<file path="src/hw/sadc_pkg.sv">
/*
  Shared constants and types for the converter control block.
  Assumes one clock domain; the analog macro answers on that same clock.
*/
package sadc_pkg;
  // Widths and FIFO depth
  localparam int RAW_W = 12;
  localparam int DATA_W = 16;
  localparam int ADDR_W = 12;
  localparam int FIFO_W = ADDR_W + DATA_W;
  localparam int FIFO_DEPTH = 32;
  localparam int SH_MAX = 4;
  // Values after reset
  localparam logic RES12_RST = 1'b0;
  localparam logic [4:0] INPUT_RST = 5'h00;
  localparam logic [7:0] DIV_RST = 8'h00;
  localparam logic [4:0] SAMP_RST = 5'h00;
  localparam logic [3:0] CNT_RST = 4'h0;
  localparam logic [6:0] SLOT_RST = 7'h00;
  // Least sample time in converter clock periods
  localparam logic [4:0] SAMP_MIN = 5'h01;
  // Trigger source codes
  localparam logic [2:0] TRIG_MANUAL = 3'h0;
  localparam logic [2:0] TRIG_PIN = 3'h1;
  localparam logic [2:0] TRIG_TIMER = 3'h2;
  localparam logic [2:0] TRIG_AUTO = 3'h7;
  // Result format codes
  localparam logic [1:0] FMT_UINT = 2'h0;
  localparam logic [1:0] FMT_SINT = 2'h1;
  localparam logic [1:0] FMT_UFRAC = 2'h2;
  localparam logic [1:0] FMT_SFRAC = 2'h3;

  typedef enum logic [3:0] {
    ST_IDLE = 4'h1,
    ST_SAMPLE = 4'h2,
    ST_CONV = 4'h4,
    ST_WRITE = 4'h8
  } sadc_state_t;
endpackage : sadc_pkg

</file>
<file path="src/hw/sadc_stream_if.sv">
/*
  Valid/ready word channel between the control logic and its result FIFO.
  Assumes both ends share one clock.
*/
`timescale 1ns/1ps
interface sadc_stream_if #(parameter int W = 8);
  logic valid;
  logic ready;
  logic [W-1:0] data;
  modport src (output valid, output data, input ready);
  modport snk (input valid, input data, output ready);
endinterface : sadc_stream_if

</file>
<file path="src/hw/sadc_fifo.sv">
/*
  Flip-flop FIFO with valid/ready on both sides.
  Assumes the source holds data while valid and not ready.
*/
`timescale 1ns/1ps
module sadc_fifo #(
  parameter int W = 8,
  parameter int DEPTH = 32
) (
  // Clock and reset
  input wire logic i_clk,
  input wire logic i_srst,
  // Fill and drain sides
  sadc_stream_if.snk s_in,
  sadc_stream_if.src s_out
);
  localparam int AW = $clog2(DEPTH);
  logic [W-1:0] mem_q [DEPTH];
  logic [AW:0] wr_q, wr_d, rd_q, rd_d;
  logic full, empty, push, pop;

  always_comb begin
    empty = (wr_q == rd_q);
    full = (wr_q[AW] != rd_q[AW]) && (wr_q[AW-1:0] == rd_q[AW-1:0]);
    push = s_in.valid && !full;
    pop = s_out.ready && !empty;
    wr_d = push ? wr_q + 1'b1 : wr_q;
    rd_d = pop ? rd_q + 1'b1 : rd_q;
  end

  assign s_in.ready = !full;
  assign s_out.valid = !empty;
  assign s_out.data = mem_q[rd_q[AW-1:0]];

  always_ff @(posedge i_clk) begin
    if (i_srst) begin
      wr_q <= '0;
      rd_q <= '0;
    end else begin
      wr_q <= wr_d;
      rd_q <= rd_d;
    end
    if (push) begin
      mem_q[wr_q[AW-1:0]] <= s_in.data;
    end
  end
endmodule : sadc_fifo

</file>
<file path="src/hw/sadc_addr_gen.sv">
/*
  DMA address generator: stand-alone order or scatter/gather slots.
  Assumes i_step pulses once per result written.
*/
`timescale 1ns/1ps
module sadc_addr_gen (
  // Clock and reset
  input wire logic i_clk,
  input wire logic i_srst,
  // Control
  input wire logic i_clear,
  input wire logic i_step,
  input wire logic [4:0] i_input_idx,
  input wire logic [3:0] i_interval,
  input wire logic [2:0] i_buf_size_log2,
  input wire logic i_build_mode,
  // Results
  output logic [sadc_pkg::ADDR_W-1:0] o_addr,
  output logic o_block_end
);
  import sadc_pkg::*;
  logic [3:0] cnt_q, cnt_d;
  logic [6:0] slot_q, slot_d, mask;
  logic [7:0] size;
  logic [ADDR_W-1:0] sg;

  always_comb begin
    size = 8'h01 << i_buf_size_log2;
    mask = 7'(size - 8'h01);
    o_block_end = i_step && (cnt_q == i_interval);
    sg = (ADDR_W'(i_input_idx) << i_buf_size_log2) + ADDR_W'(slot_q & mask);
    o_addr = i_build_mode ? ADDR_W'(cnt_q) : sg;
    cnt_d = cnt_q;
    slot_d = slot_q;
    if (i_clear) begin
      cnt_d = CNT_RST;
      slot_d = SLOT_RST;
    end else if (i_step) begin
      cnt_d = o_block_end ? CNT_RST : cnt_q + 4'h1;
      slot_d = o_block_end ? (slot_q + 7'h01) & mask : slot_q;
    end
  end

  always_ff @(posedge i_clk) begin
    if (i_srst) begin
      cnt_q <= CNT_RST;
      slot_q <= SLOT_RST;
    end else begin
      cnt_q <= cnt_d;
      slot_q <= slot_d;
    end
  end
endmodule : sadc_addr_gen

</file>
<file path="src/hw/sadc_ctrl.sv">
/*
  Control and result delivery for one successive-approximation converter.
  Instantiate once per converter; each copy keeps its own settings.
  Assumes config ports share i_clk; only the trigger pin is asynchronous.
*/
`timescale 1ns/1ps
module sadc_ctrl (
  // Clock and reset
  input wire logic i_clk,
  input wire logic i_srst,
  // Configuration
  input wire logic i_module_on,
  input wire logic i_resolution_select,
  input wire logic [2:0] i_vref_select,
  input wire logic [7:0] i_conv_clk_div,
  input wire logic [1:0] i_sh_channels,
  input wire logic [2:0] i_trig_source,
  input wire logic [4:0] i_sample_time,
  input wire logic [1:0] i_result_format,
  input wire logic [3:0] i_pointer_increment_interval,
  input wire logic i_dma_buffer_build_mode,
  input wire logic [2:0] i_dma_buf_size_log2,
  input wire logic i_scan_enable,
  input wire logic [31:0] i_pin_analog_select,
  input wire logic [4:0] i_ch0_input,
  // Triggers and flag clear
  input wire logic i_manual_trig,
  input wire logic i_timer_trig,
  input wire logic i_ext_trig_pin,
  input wire logic i_done_flag_clear,
  // Analog macro
  output logic [2:0] o_vref_select,
  output logic o_conv_clk_tick,
  output logic o_conv_12bit,
  output logic [sadc_pkg::SH_MAX-1:0] o_sh_sample,
  output logic o_conv_start,
  output logic [4:0] o_conv_input,
  input wire logic i_conv_done,
  input wire logic [sadc_pkg::RAW_W-1:0] i_conv_raw,
  // DMA and interrupt side
  output logic o_conv_done_flag,
  output logic o_dma_req,
  output logic o_dma_valid,
  output logic [sadc_pkg::DATA_W-1:0] o_dma_data,
  output logic [sadc_pkg::ADDR_W-1:0] o_dma_addr,
  input wire logic i_dma_ready
);
  import sadc_pkg::*;

  ////////////////////////////////////////////////////////////////////////////
  // Helpers

  function automatic logic [2:0] sh_used(input logic res12, input logic [1:0] chps);
    if (res12) begin
      return 3'h1;
    end
    case (chps)
      2'h0: return 3'h1;
      2'h1: return 3'h2;
      default: return 3'h4;
    endcase
  endfunction : sh_used

  function automatic logic [4:0] next_scan(input logic [4:0] cur, input logic [31:0] sel);
    logic [4:0] r;
    logic f;
    logic [4:0] k;
    r = cur;
    f = 1'b0;
    for (int i = 1; i <= 32; i++) begin
      k = cur + 5'(i);
      if (!f && sel[k]) begin
        r = k;
        f = 1'b1;
      end
    end
    return r;
  endfunction : next_scan

  function automatic logic [DATA_W-1:0] fmt(input logic [RAW_W-1:0] raw, input logic res12,
                                             input logic [1:0] code);
    logic [11:0] v;
    v = res12 ? raw : {2'h0, raw[9:0]};
    case (code)
      FMT_SINT: return res12 ? {{5{~v[11]}}, v[10:0]} : {{7{~v[9]}}, v[8:0]};
      FMT_UFRAC: return res12 ? {v, 4'h0} : {v[9:0], 6'h00};
      FMT_SFRAC: return res12 ? {~v[11], v[10:0], 4'h0} : {~v[9], v[8:0], 6'h00};
      default: return {4'h0, v};
    endcase
  endfunction : fmt

  ////////////////////////////////////////////////////////////////////////////
  // Settings, trigger pin synchroniser, converter clock divider

  logic on_q, on_d, res12_q, res12_d;
  logic [2:0] vref_q, vref_d;
  logic pin_m_q, pin_s_q, pin_p_q;
  logic [7:0] div_q, div_d;
  logic tick_q, tick_d;
  logic trig;

  always_comb begin
    on_d = i_module_on;
    res12_d = on_q ? res12_q : i_resolution_select;
    vref_d = i_vref_select;
    // Compare with >= so that lowering the divider never waits for a wrap
    tick_d = (div_q >= i_conv_clk_div);
    div_d = tick_d ? DIV_RST : div_q + 8'h01;
    case (i_trig_source)
      TRIG_PIN: trig = pin_s_q && !pin_p_q;
      TRIG_TIMER: trig = i_timer_trig;
      default: trig = i_manual_trig;
    endcase
  end

  always_ff @(posedge i_clk) begin
    if (i_srst) begin
      on_q <= 1'b0;
      res12_q <= RES12_RST;
      vref_q <= 3'h0;
      pin_m_q <= 1'b0;
      pin_s_q <= 1'b0;
      pin_p_q <= 1'b0;
      div_q <= DIV_RST;
      tick_q <= 1'b0;
    end else begin
      on_q <= on_d;
      res12_q <= res12_d;
      vref_q <= vref_d;
      pin_m_q <= i_ext_trig_pin;
      pin_s_q <= pin_m_q;
      pin_p_q <= pin_s_q;
      div_q <= div_d;
      tick_q <= tick_d;
    end
  end

  ////////////////////////////////////////////////////////////////////////////
  // Sequencer

  sadc_stream_if #(.W(FIFO_W)) push_if ();
  sadc_stream_if #(.W(FIFO_W)) pop_if ();

  sadc_state_t st_q, st_d;
  logic [1:0] ch_q, ch_d;
  logic [4:0] scan_q, scan_d, samp_q, samp_d, samp_need, in_sel, scan_cur;
  logic start_q, start_d;
  logic [DATA_W-1:0] data_q, data_d;
  logic [ADDR_W-1:0] addr_q, addr_d, gen_addr;
  logic step, last, block_end;

  always_comb begin
    st_d = st_q;
    ch_d = ch_q;
    scan_d = scan_q;
    samp_d = samp_q;
    start_d = 1'b0;
    data_d = data_q;
    addr_d = addr_q;
    samp_need = (i_sample_time < SAMP_MIN) ? SAMP_MIN : i_sample_time;
    // Scan position resolves to a selected input whenever at least one input is selected
    scan_cur = i_pin_analog_select[scan_q] ? scan_q : next_scan(scan_q, i_pin_analog_select);
    step = (st_q == ST_WRITE) && push_if.ready;
    last = (3'(ch_q) + 3'h1 >= sh_used(res12_q, i_sh_channels));
    case (st_q)
      ST_IDLE: begin
        samp_d = SAMP_RST;
        ch_d = 2'h0;
        if (on_q) begin
          st_d = ST_SAMPLE;
        end
      end
      ST_SAMPLE: begin
        if (tick_q && samp_q != 5'h1f) begin
          samp_d = samp_q + 5'h01;
        end
        if ((i_trig_source == TRIG_AUTO) ? (samp_q >= samp_need) : trig) begin
          st_d = ST_CONV;
          start_d = 1'b1;
        end
      end
      ST_CONV: begin
        if (i_conv_done) begin
          data_d = fmt(i_conv_raw, res12_q, i_result_format);
          addr_d = gen_addr;
          st_d = ST_WRITE;
        end
      end
      ST_WRITE: begin
        if (step && !last) begin
          ch_d = ch_q + 2'h1;
          st_d = ST_CONV;
          start_d = 1'b1;
        end else if (step) begin
          ch_d = 2'h0;
          samp_d = SAMP_RST;
          if (i_scan_enable) begin
            scan_d = next_scan(scan_cur, i_pin_analog_select);
          end
          st_d = ST_SAMPLE;
        end
      end
      default: st_d = ST_IDLE;
    endcase
    if (!on_q) begin
      st_d = ST_IDLE;
      start_d = 1'b0;
    end
    // Input of the channel converted next, so it registers with the start pulse
    if (ch_d != 2'h0) begin
      in_sel = 5'(ch_d);
    end else if (!i_scan_enable) begin
      in_sel = i_ch0_input;
    end else if (i_pin_analog_select[scan_d]) begin
      in_sel = scan_d;
    end else begin
      in_sel = next_scan(scan_d, i_pin_analog_select);
    end
  end

  always_ff @(posedge i_clk) begin
    if (i_srst) begin
      st_q <= ST_IDLE;
      ch_q <= 2'h0;
      scan_q <= INPUT_RST;
      samp_q <= SAMP_RST;
      start_q <= 1'b0;
      data_q <= '0;
      addr_q <= '0;
    end else begin
      st_q <= st_d;
      ch_q <= ch_d;
      scan_q <= scan_d;
      samp_q <= samp_d;
      start_q <= start_d;
      data_q <= data_d;
      addr_q <= addr_d;
    end
  end

  assign push_if.valid = (st_q == ST_WRITE);
  assign push_if.data = {addr_q, data_q};

  sadc_addr_gen u_addr (
    .i_clk(i_clk),
    .i_srst(i_srst),
    .i_clear(!on_q),
    .i_step(step),
    .i_input_idx(in_sel),
    .i_interval(i_pointer_increment_interval),
    .i_buf_size_log2(i_dma_buf_size_log2),
    .i_build_mode(i_dma_buffer_build_mode),
    .o_addr(gen_addr),
    .o_block_end(block_end)
  );

  sadc_fifo #(.W(FIFO_W), .DEPTH(FIFO_DEPTH)) u_fifo (
    .i_clk(i_clk),
    .i_srst(i_srst),
    .s_in(push_if),
    .s_out(pop_if)
  );

  ////////////////////////////////////////////////////////////////////////////
  // Outputs: done flag, DMA stage, analog controls

  logic flag_q, flag_d, req_q, req_d, ov_q, ov_d;
  logic [FIFO_W-1:0] od_q, od_d;
  logic [SH_MAX-1:0] sh_q, sh_d;
  logic [4:0] inp_q, inp_d;

  always_comb begin
    flag_d = (flag_q && !i_done_flag_clear) || block_end;
    req_d = block_end;
    pop_if.ready = !ov_q || i_dma_ready;
    ov_d = pop_if.ready ? pop_if.valid : ov_q;
    od_d = (pop_if.ready && pop_if.valid) ? pop_if.data : od_q;
    sh_d = '0;
    if (st_q == ST_SAMPLE) begin
      for (int k = 0; k < SH_MAX; k++) begin
        sh_d[k] = (3'(k) < sh_used(res12_q, i_sh_channels));
      end
    end
    inp_d = in_sel;
  end

  always_ff @(posedge i_clk) begin
    if (i_srst) begin
      flag_q <= 1'b0;
      req_q <= 1'b0;
      ov_q <= 1'b0;
      od_q <= '0;
      sh_q <= '0;
      inp_q <= INPUT_RST;
    end else begin
      flag_q <= flag_d;
      req_q <= req_d;
      ov_q <= ov_d;
      od_q <= od_d;
      sh_q <= sh_d;
      inp_q <= inp_d;
    end
  end

  assign o_vref_select = vref_q;
  assign o_conv_clk_tick = tick_q;
  assign o_conv_12bit = res12_q;
  assign o_sh_sample = sh_q;
  assign o_conv_start = start_q;
  assign o_conv_input = inp_q;
  assign o_conv_done_flag = flag_q;
  assign o_dma_req = req_q;
  assign o_dma_valid = ov_q;
  assign o_dma_addr = od_q[FIFO_W-1:DATA_W];
  assign o_dma_data = od_q[DATA_W-1:0];
endmodule : sadc_ctrl

</file>
<file path="config.mk">
export PLATFORM = sky130hd
export DESIGN_NAME = sadc_ctrl
export DESIGN_NICKNAME = d
export VERILOG_FILES = /design/src/hw/sadc_pkg.sv /design/src/hw/sadc_stream_if.sv /design/src/hw/sadc_fifo.sv /design/src/hw/sadc_addr_gen.sv /design/src/hw/sadc_ctrl.sv
export SDC_FILE = /design/constraint.sdc
export NUM_CORES = 2
export LEC_CHECK = 0
export BUFFER_PORTS_ARGS = -buffer_cell sky130_fd_sc_hd__buf_2
export CORE_UTILIZATION = 40
export DETAILED_ROUTE_END_ITERATION = 12
export PLACE_DENSITY = 0.58
export SYNTH_ARGS = -nofsm -noshare
export SYNTH_HDL_FRONTEND = slang
export SYNTH_SLANG_ARGS = --single-unit
</file>
<file path="constraint.sdc">
create_clock -name i_clk -period 62.2 [get_ports i_clk]
set_input_delay 12.44 -clock i_clk [delete_from_list [all_inputs] [get_ports i_clk]]
set_output_delay 12.44 -clock i_clk [all_outputs]
set_load 0.03 [all_outputs]
</file>
## After elaboration in Yosys (flattened, before gate mapping)

Memories as Yosys holds them, arrays and structs flattened. A register that Yosys moved wholly into a read port is not among the register bits.
Cells that the tools add are included.
Widths: inputs -> output; s select.

| storage, ports and cells | value |
|---|---|
| flip-flop bits (word level) | 97 |
| RAM bits | 896 |
| bits of input ports | 91 |
| output and inout bits | 46 |
| memories kept | 1 |

| operators by class | value |
|---|---|
| $add $sub $neg | 103 |
| order comparisons | 104 |
| eq/ne operators | 22 |
| shift-type cells | 2 |
| muxes and demuxes | 640 |
| bitwise gates (word level) | 6 |
| reduce and logical (&&, ||, !) cells | 212 |

Memory list:

| name | words | bits a word | read ports | clocked after memory_dff | write ports | line | RTL |
|---|---|---|---|---|---|---|---|
| u_fifo.mem_q | 32 | 28 | 1 | 1 | 1 | sadc_fifo.sv:18 | `logic [W-1:0] mem_q [DEPTH];` |

Operators by type and width:

| kind | number |
|---|---|
| $lt 5x6->1 const B | 96 |
| $mux 5 | 108 |
| $bmux 1 s5 | 96 |
| $mux 1 | 413 |
| $add 5x5->5 const B | 48 |
| $add 5x4->5 const B | 24 |
| $logic_and 1x1->1 | 101 |
| $logic_not 1->1 | 99 |
| $add 5x3->5 const B | 12 |
| $mux 16 | 3 |
| $pmux 16 s3 | 1 |
| $add 5x2->5 const B | 6 |
| $mux 12 | 2 |
| $add 5x1->5 const B | 4 |
| $mux 4 | 5 |
| $pmux 4 s4 | 1 |
| $pmux 5 s3 | 1 |
| $and 7x7->7 | 2 |
| $add 12x12->12 | 1 |
| $add 6x1->6 const B | 2 |
| $mux 3 | 4 |
| $shl 5x3->12 | 1 |
| $ne 2x2->1 const B | 5 |
| $add 8x1->8 const B | 1 |
| 40 further kinds | 53 |

## Depth between registers and ports, before layout

| depth | value |
|---|---|
| word-level depth | 519 |
| mapped depth | 88 |
| depth with buffers taken out | 65 |

## By module

A second synthesis with hierarchy kept.

| unflattened totals | value |
|---|---|
| cell total of the unflattened synthesis | 5697 |
| area total of the unflattened synthesis | 62771.5 um^2 |

Modules (own cells, without submodules):

| module | instances | cells each | area an instance (um^2) |
|---|---|---|---|
| sadc_fifo | 1 | 2040 | 35640.4 |
| sadc_ctrl | 1 | 3477 | 25766.0 |
| sadc_addr_gen | 1 | 180 | 1365.1 |

## Least setup slack after synthesis

No wires, ideal clock.

| path | value |
|---|---|
| path type | input to register |
| start | in i_pin_analog_select[4] |
| end | reg addr_q[11] |
| arrival time | 28.190 ns |
| data required time | 62.083 ns |
| path slack | 33.892 ns |
| stages on the path | 74 |
| cell sequence | clkbuf_1 > mux2_2 > mux4_2 > mux2i_1 > mux2_2 > nand2_1 > nor4_1 > clkbuf_1 > and4_1 > buf_6 > nand3_1 > and3b_1 > a22oi_4 > nand2_4 > inv_4 > buf_6 > buf_6 > buf_6 > [38 not listed] > o31ai_1 > a31oi_1 > nor2_1 > o22ai_1 > nor2_1 > a21oi_1 > nor2_1 > ha_1 > a21o_1 > a21o_1 > a21oi_1 > nor2b_1 > o21ai_0 > nand2b_1 > and3_1 > nand4_1 > xor2_1 > a32o_1 |

RTL lines:

| item | line | RTL |
|---|---|---|
| start: declaration | sadc_ctrl.sv:24 | `input wire logic [31:0] i_pin_analog_select,` |
| end signal: assignment | sadc_ctrl.sv:237 | `addr_q <= addr_d;` |
| end: declaration | sadc_ctrl.sv:149 | `logic [ADDR_W-1:0] addr_q, addr_d, gen_addr;` |

==> results.yml <==
drt:
  top_layer_used: "met5"
  ant_nets: 0
  met2_length_um: 99500
  via_count: 45100
  drt_iter0_drc: 5726
  wirelength_met1_um: 91100
  wl_met3_um: 18000
  drt-total-wl_um: 218000
  wl_per_cell_um: 31.5
  drt_first_pass_iters: 7
  vias_per_cell: 6.52
  route.detailed.drc: 0
clock_network:
  htreeDepth: 3
  cts_made_buffers: 100
  cts_hold_buf: 0
  cts_root_buf: "clkbuf_16"
  postCtsSetupRepairBufs: 0
  worstSkewPairLatency_ns: 0.74
  ctsResizeCount: 0
  cts_buffer_depth: 3
  cts_tree: "done"
  path_clk_slew_ns: 0.06
  cts_sinks: 1020
yosys:
  ys_async_sr_fraction_pct: 0
  synth_common_cells: "edfxtp_1 (896), mux4_2 (428), nor2_1 (376)"
  synthXorXnorAreaFrac_pct: 2.12
  seq_area_frac_synth_pct: 48.3
  synth_area_sq_mm: 0.0609
  ys_warn_count: 0
  synth-edff-count: 896
  synth_top_family_by_area: "multiplexers"
  synth_top_area_cell: "edfxtp_1"
  synth_compound_area_share_pct: 11.8
  syn_avg_cell_area_sq_um: 12.8
  synth_simple_gate_area_share_pct: 10.1
  post_synth_inst_count: 4750
  synth_seq_cells: 1020
  synthAdderAreaFrac_pct: 1.49
  synthMuxAreaShare_pct: 23.0
  yosysTopAreaCellShare_pct: 44.2
  ys.flop_type: "edfxtp_1"
  synth.most_common_cell: "edfxtp_1"
  syn-num-nets: 4913
  ys_top_cells_by_area: "edfxtp_1 (44%), mux4_2 (16%), mux2i_1 (4.8%)"
  synth.distinct_cells: 141
timing:
  fin_tns_setup_ns: 0
  rsz0062_at_grt: "false"
  tightest_slew_ns: 1.24
  max_freq_mhz: 31.1
  finalSetupViolations: 0
  hold_violations: 0
  fin_crit_ns: 32.13
  skew_ns: 0.0791
  max_slew_margin_pct: 16.7
  maxSlewViolCount: 0
  final.period_utilization_pct: 51.7
placement:
  port_buffers: 136
  dp_hpwl_um: 149000
  gp_congestion: 1.02
  placed_cells: 6717
worst_hold_path:
  hold_path.startpoint: "pin_m_q"
  min_path_type: "flip-flop to flip-flop"
  hold_depth: 1
  hold_path_end: "pin_s_q"
power_and_ir_drop:
  power_density_mw_per_mm2: 24.9
  p_leak_nw: 22.3
  total_power_mw: 1.68
  irDropWorstVdd_mv: 0.0219
die:
  die_area_sq_mm: 0.154
  core_sq_mm: 0.150
  ios: 137
  rows: 142
  start_util_pct: 40.4
  floorplan.die.height_um: 392
  die_w_um: 392
final_layout:
  layout.nets: 4966
  syn_to_final_growth_pct: 10.5
  drive_gt1_share_pct: 23.4
  final_cells: 6907
global_routing:
  grt-ovfl-total: 0
  grt_antenna_before_repair: 2
  grt_pass1_vias: 42400
  grt_pass1_wl_um: 311000
  grt.total_usage_pct: 27.9
  grt_max_degree: 143
status:
  outcome: "finished, final reports clean"
job:
  maxCapViolations: 0
setup_path:
  ff2ff_path_depth: 61
  cp_slowest_stage_delay_ns: 0.92
  required_ns: 62.75
  rr_endpoint: "addr_q[11]"
  crit_slowest_cell: "xnor2_1"
  worstSetupPathType: "input port to flip-flop"
  critPathArrivalTime_ns: 32.68
  start_kind: "input port"
  r2r_start: "scan_q[1]"
  end_kind: "flip-flop"
  reg2reg_slack_ns: 40.20
  crit_fanout: 51
## flip-flops by register name, indices dropped and copies added (netlist names), 2 cells and up
name	count
o_vref_select	3
st_q	4
o_conv_input	5
u_fifo.wr_q	6
o_sh_sample	3
addr_q	12
div_q	8
u_addr.cnt_q	4
scan_q	5
samp_q	5
u_fifo.rd_q	6
ch_q	2
u_fifo.mem_q	896
u_addr.slot_q	7
data_q	16
od_q	28
## worst max-delay path by stage
stage / from / endpoint / slack, ns / cells after the start
floorplan: i_pin_analog_select[4] / addr_q[11] / 33.89 / 74
global placement: i_pin_analog_select[20] / addr_q[11] / 30.08 / 60
detailed placement: i_pin_analog_select[20] / addr_q[11] / 30.13 / 60
CTS: i_pin_analog_select[20] / addr_q[11] / 30.81 / 60
global route: i_pin_analog_select[21] / addr_q[11] / 29.35 / 60
finish: i_pin_analog_select[20] / addr_q[11] / 30.07 / 60
## through the flow
step | hold slack, ns | cell area, sq um | setup slack [ns] | util (%)
final | 0.434 | 67300 | 30.07 | 44.7
after global routing | 0.450 | 67300 | 29.35 | 44.7
after floorplan | 0.414 | 60900 | 33.89 | -
after detailed placement | 0.424 | 64000 | 30.13 | 42.5
after CTS | 0.436 | 67300 | 30.81 | 44.7
after global placement | 0.426 | 64000 | 30.08 | 42.5
## worst max-delay path: cells and delay by family
family	cells	cell delay [ns]
AO/OA/AOI/OAI	19	5.50
adder cells (fa/ha/maj)	3	1.63
AND/OR/NAND/NOR	18	5.63
XOR/XNOR	4	1.44
multiplexers	9	3.71
buffers and inverters	7	2.26
## per-layer routing
metal	global-route usage [%]	vias up
li1	-	19100
met1	39.4	23100
met2	43.1	2434
met3	4.12	425
met4	10.9	4
met5	0	-
## placed cells by master, fill, tap and decap left out, types with 23 or more instances in the layout
master	instances
a2111oi_0	23
a211oi_1	82
a21o_1	34
a21oi_1	188
a22oi_1	32
a31oi_1	52
and2_1	39
and3_1	37
buf_2	135
buf_4	141
clkbuf_1	24
clkbuf_16	100
clkinv_1	23
dfxtp_1	113
edfxtp_1	896
ha_1	71
inv_1	95
mux2_2	86
mux2i_1	293
mux4_2	428
nand2_1	292
nand2b_1	42
nand3_1	107
nand4_1	30
nor2_1	342
nor2_4	34
nor2b_1	40
nor3_1	90
nor4_1	28
o211ai_1	52
o21ai_0	151
o22ai_1	45
or3_1	31
xnor2_1	78
xor2_1	37
## area by class of cell
class                      instances  area, sq um
inverter                         113          429
fill                           13600        83200
sequential                      1020        29400
antenna                            1         2.50
tap                             2016         2520
clock inverter                    58          588
clock buffer                     131         2690
multi-input combinational       3290        29900
timing repair buffer             278         1770
## power breakdown
group          total (mW)  internal [mW]  switching [mW]
Clock               0.606          0.340           0.266
Combinational       0.328          0.119           0.209
Sequential          0.743          0.737         0.00551
Total                1.68           1.20           0.480
## kinds of logic after synthesis
| kind of cell | count (synthesis) |
|---|---|
| AND/OR/NAND/NOR | 1243 |
| flip-flops | 1020 |
| AO/OA/AOI/OAI | 1004 |
| multiplexers | 838 |
| buffers and inverters | 440 |
| XOR/XNOR | 133 |
| adder cells (fa/ha/maj) | 72 |
(Power assumes the default switching activity.)
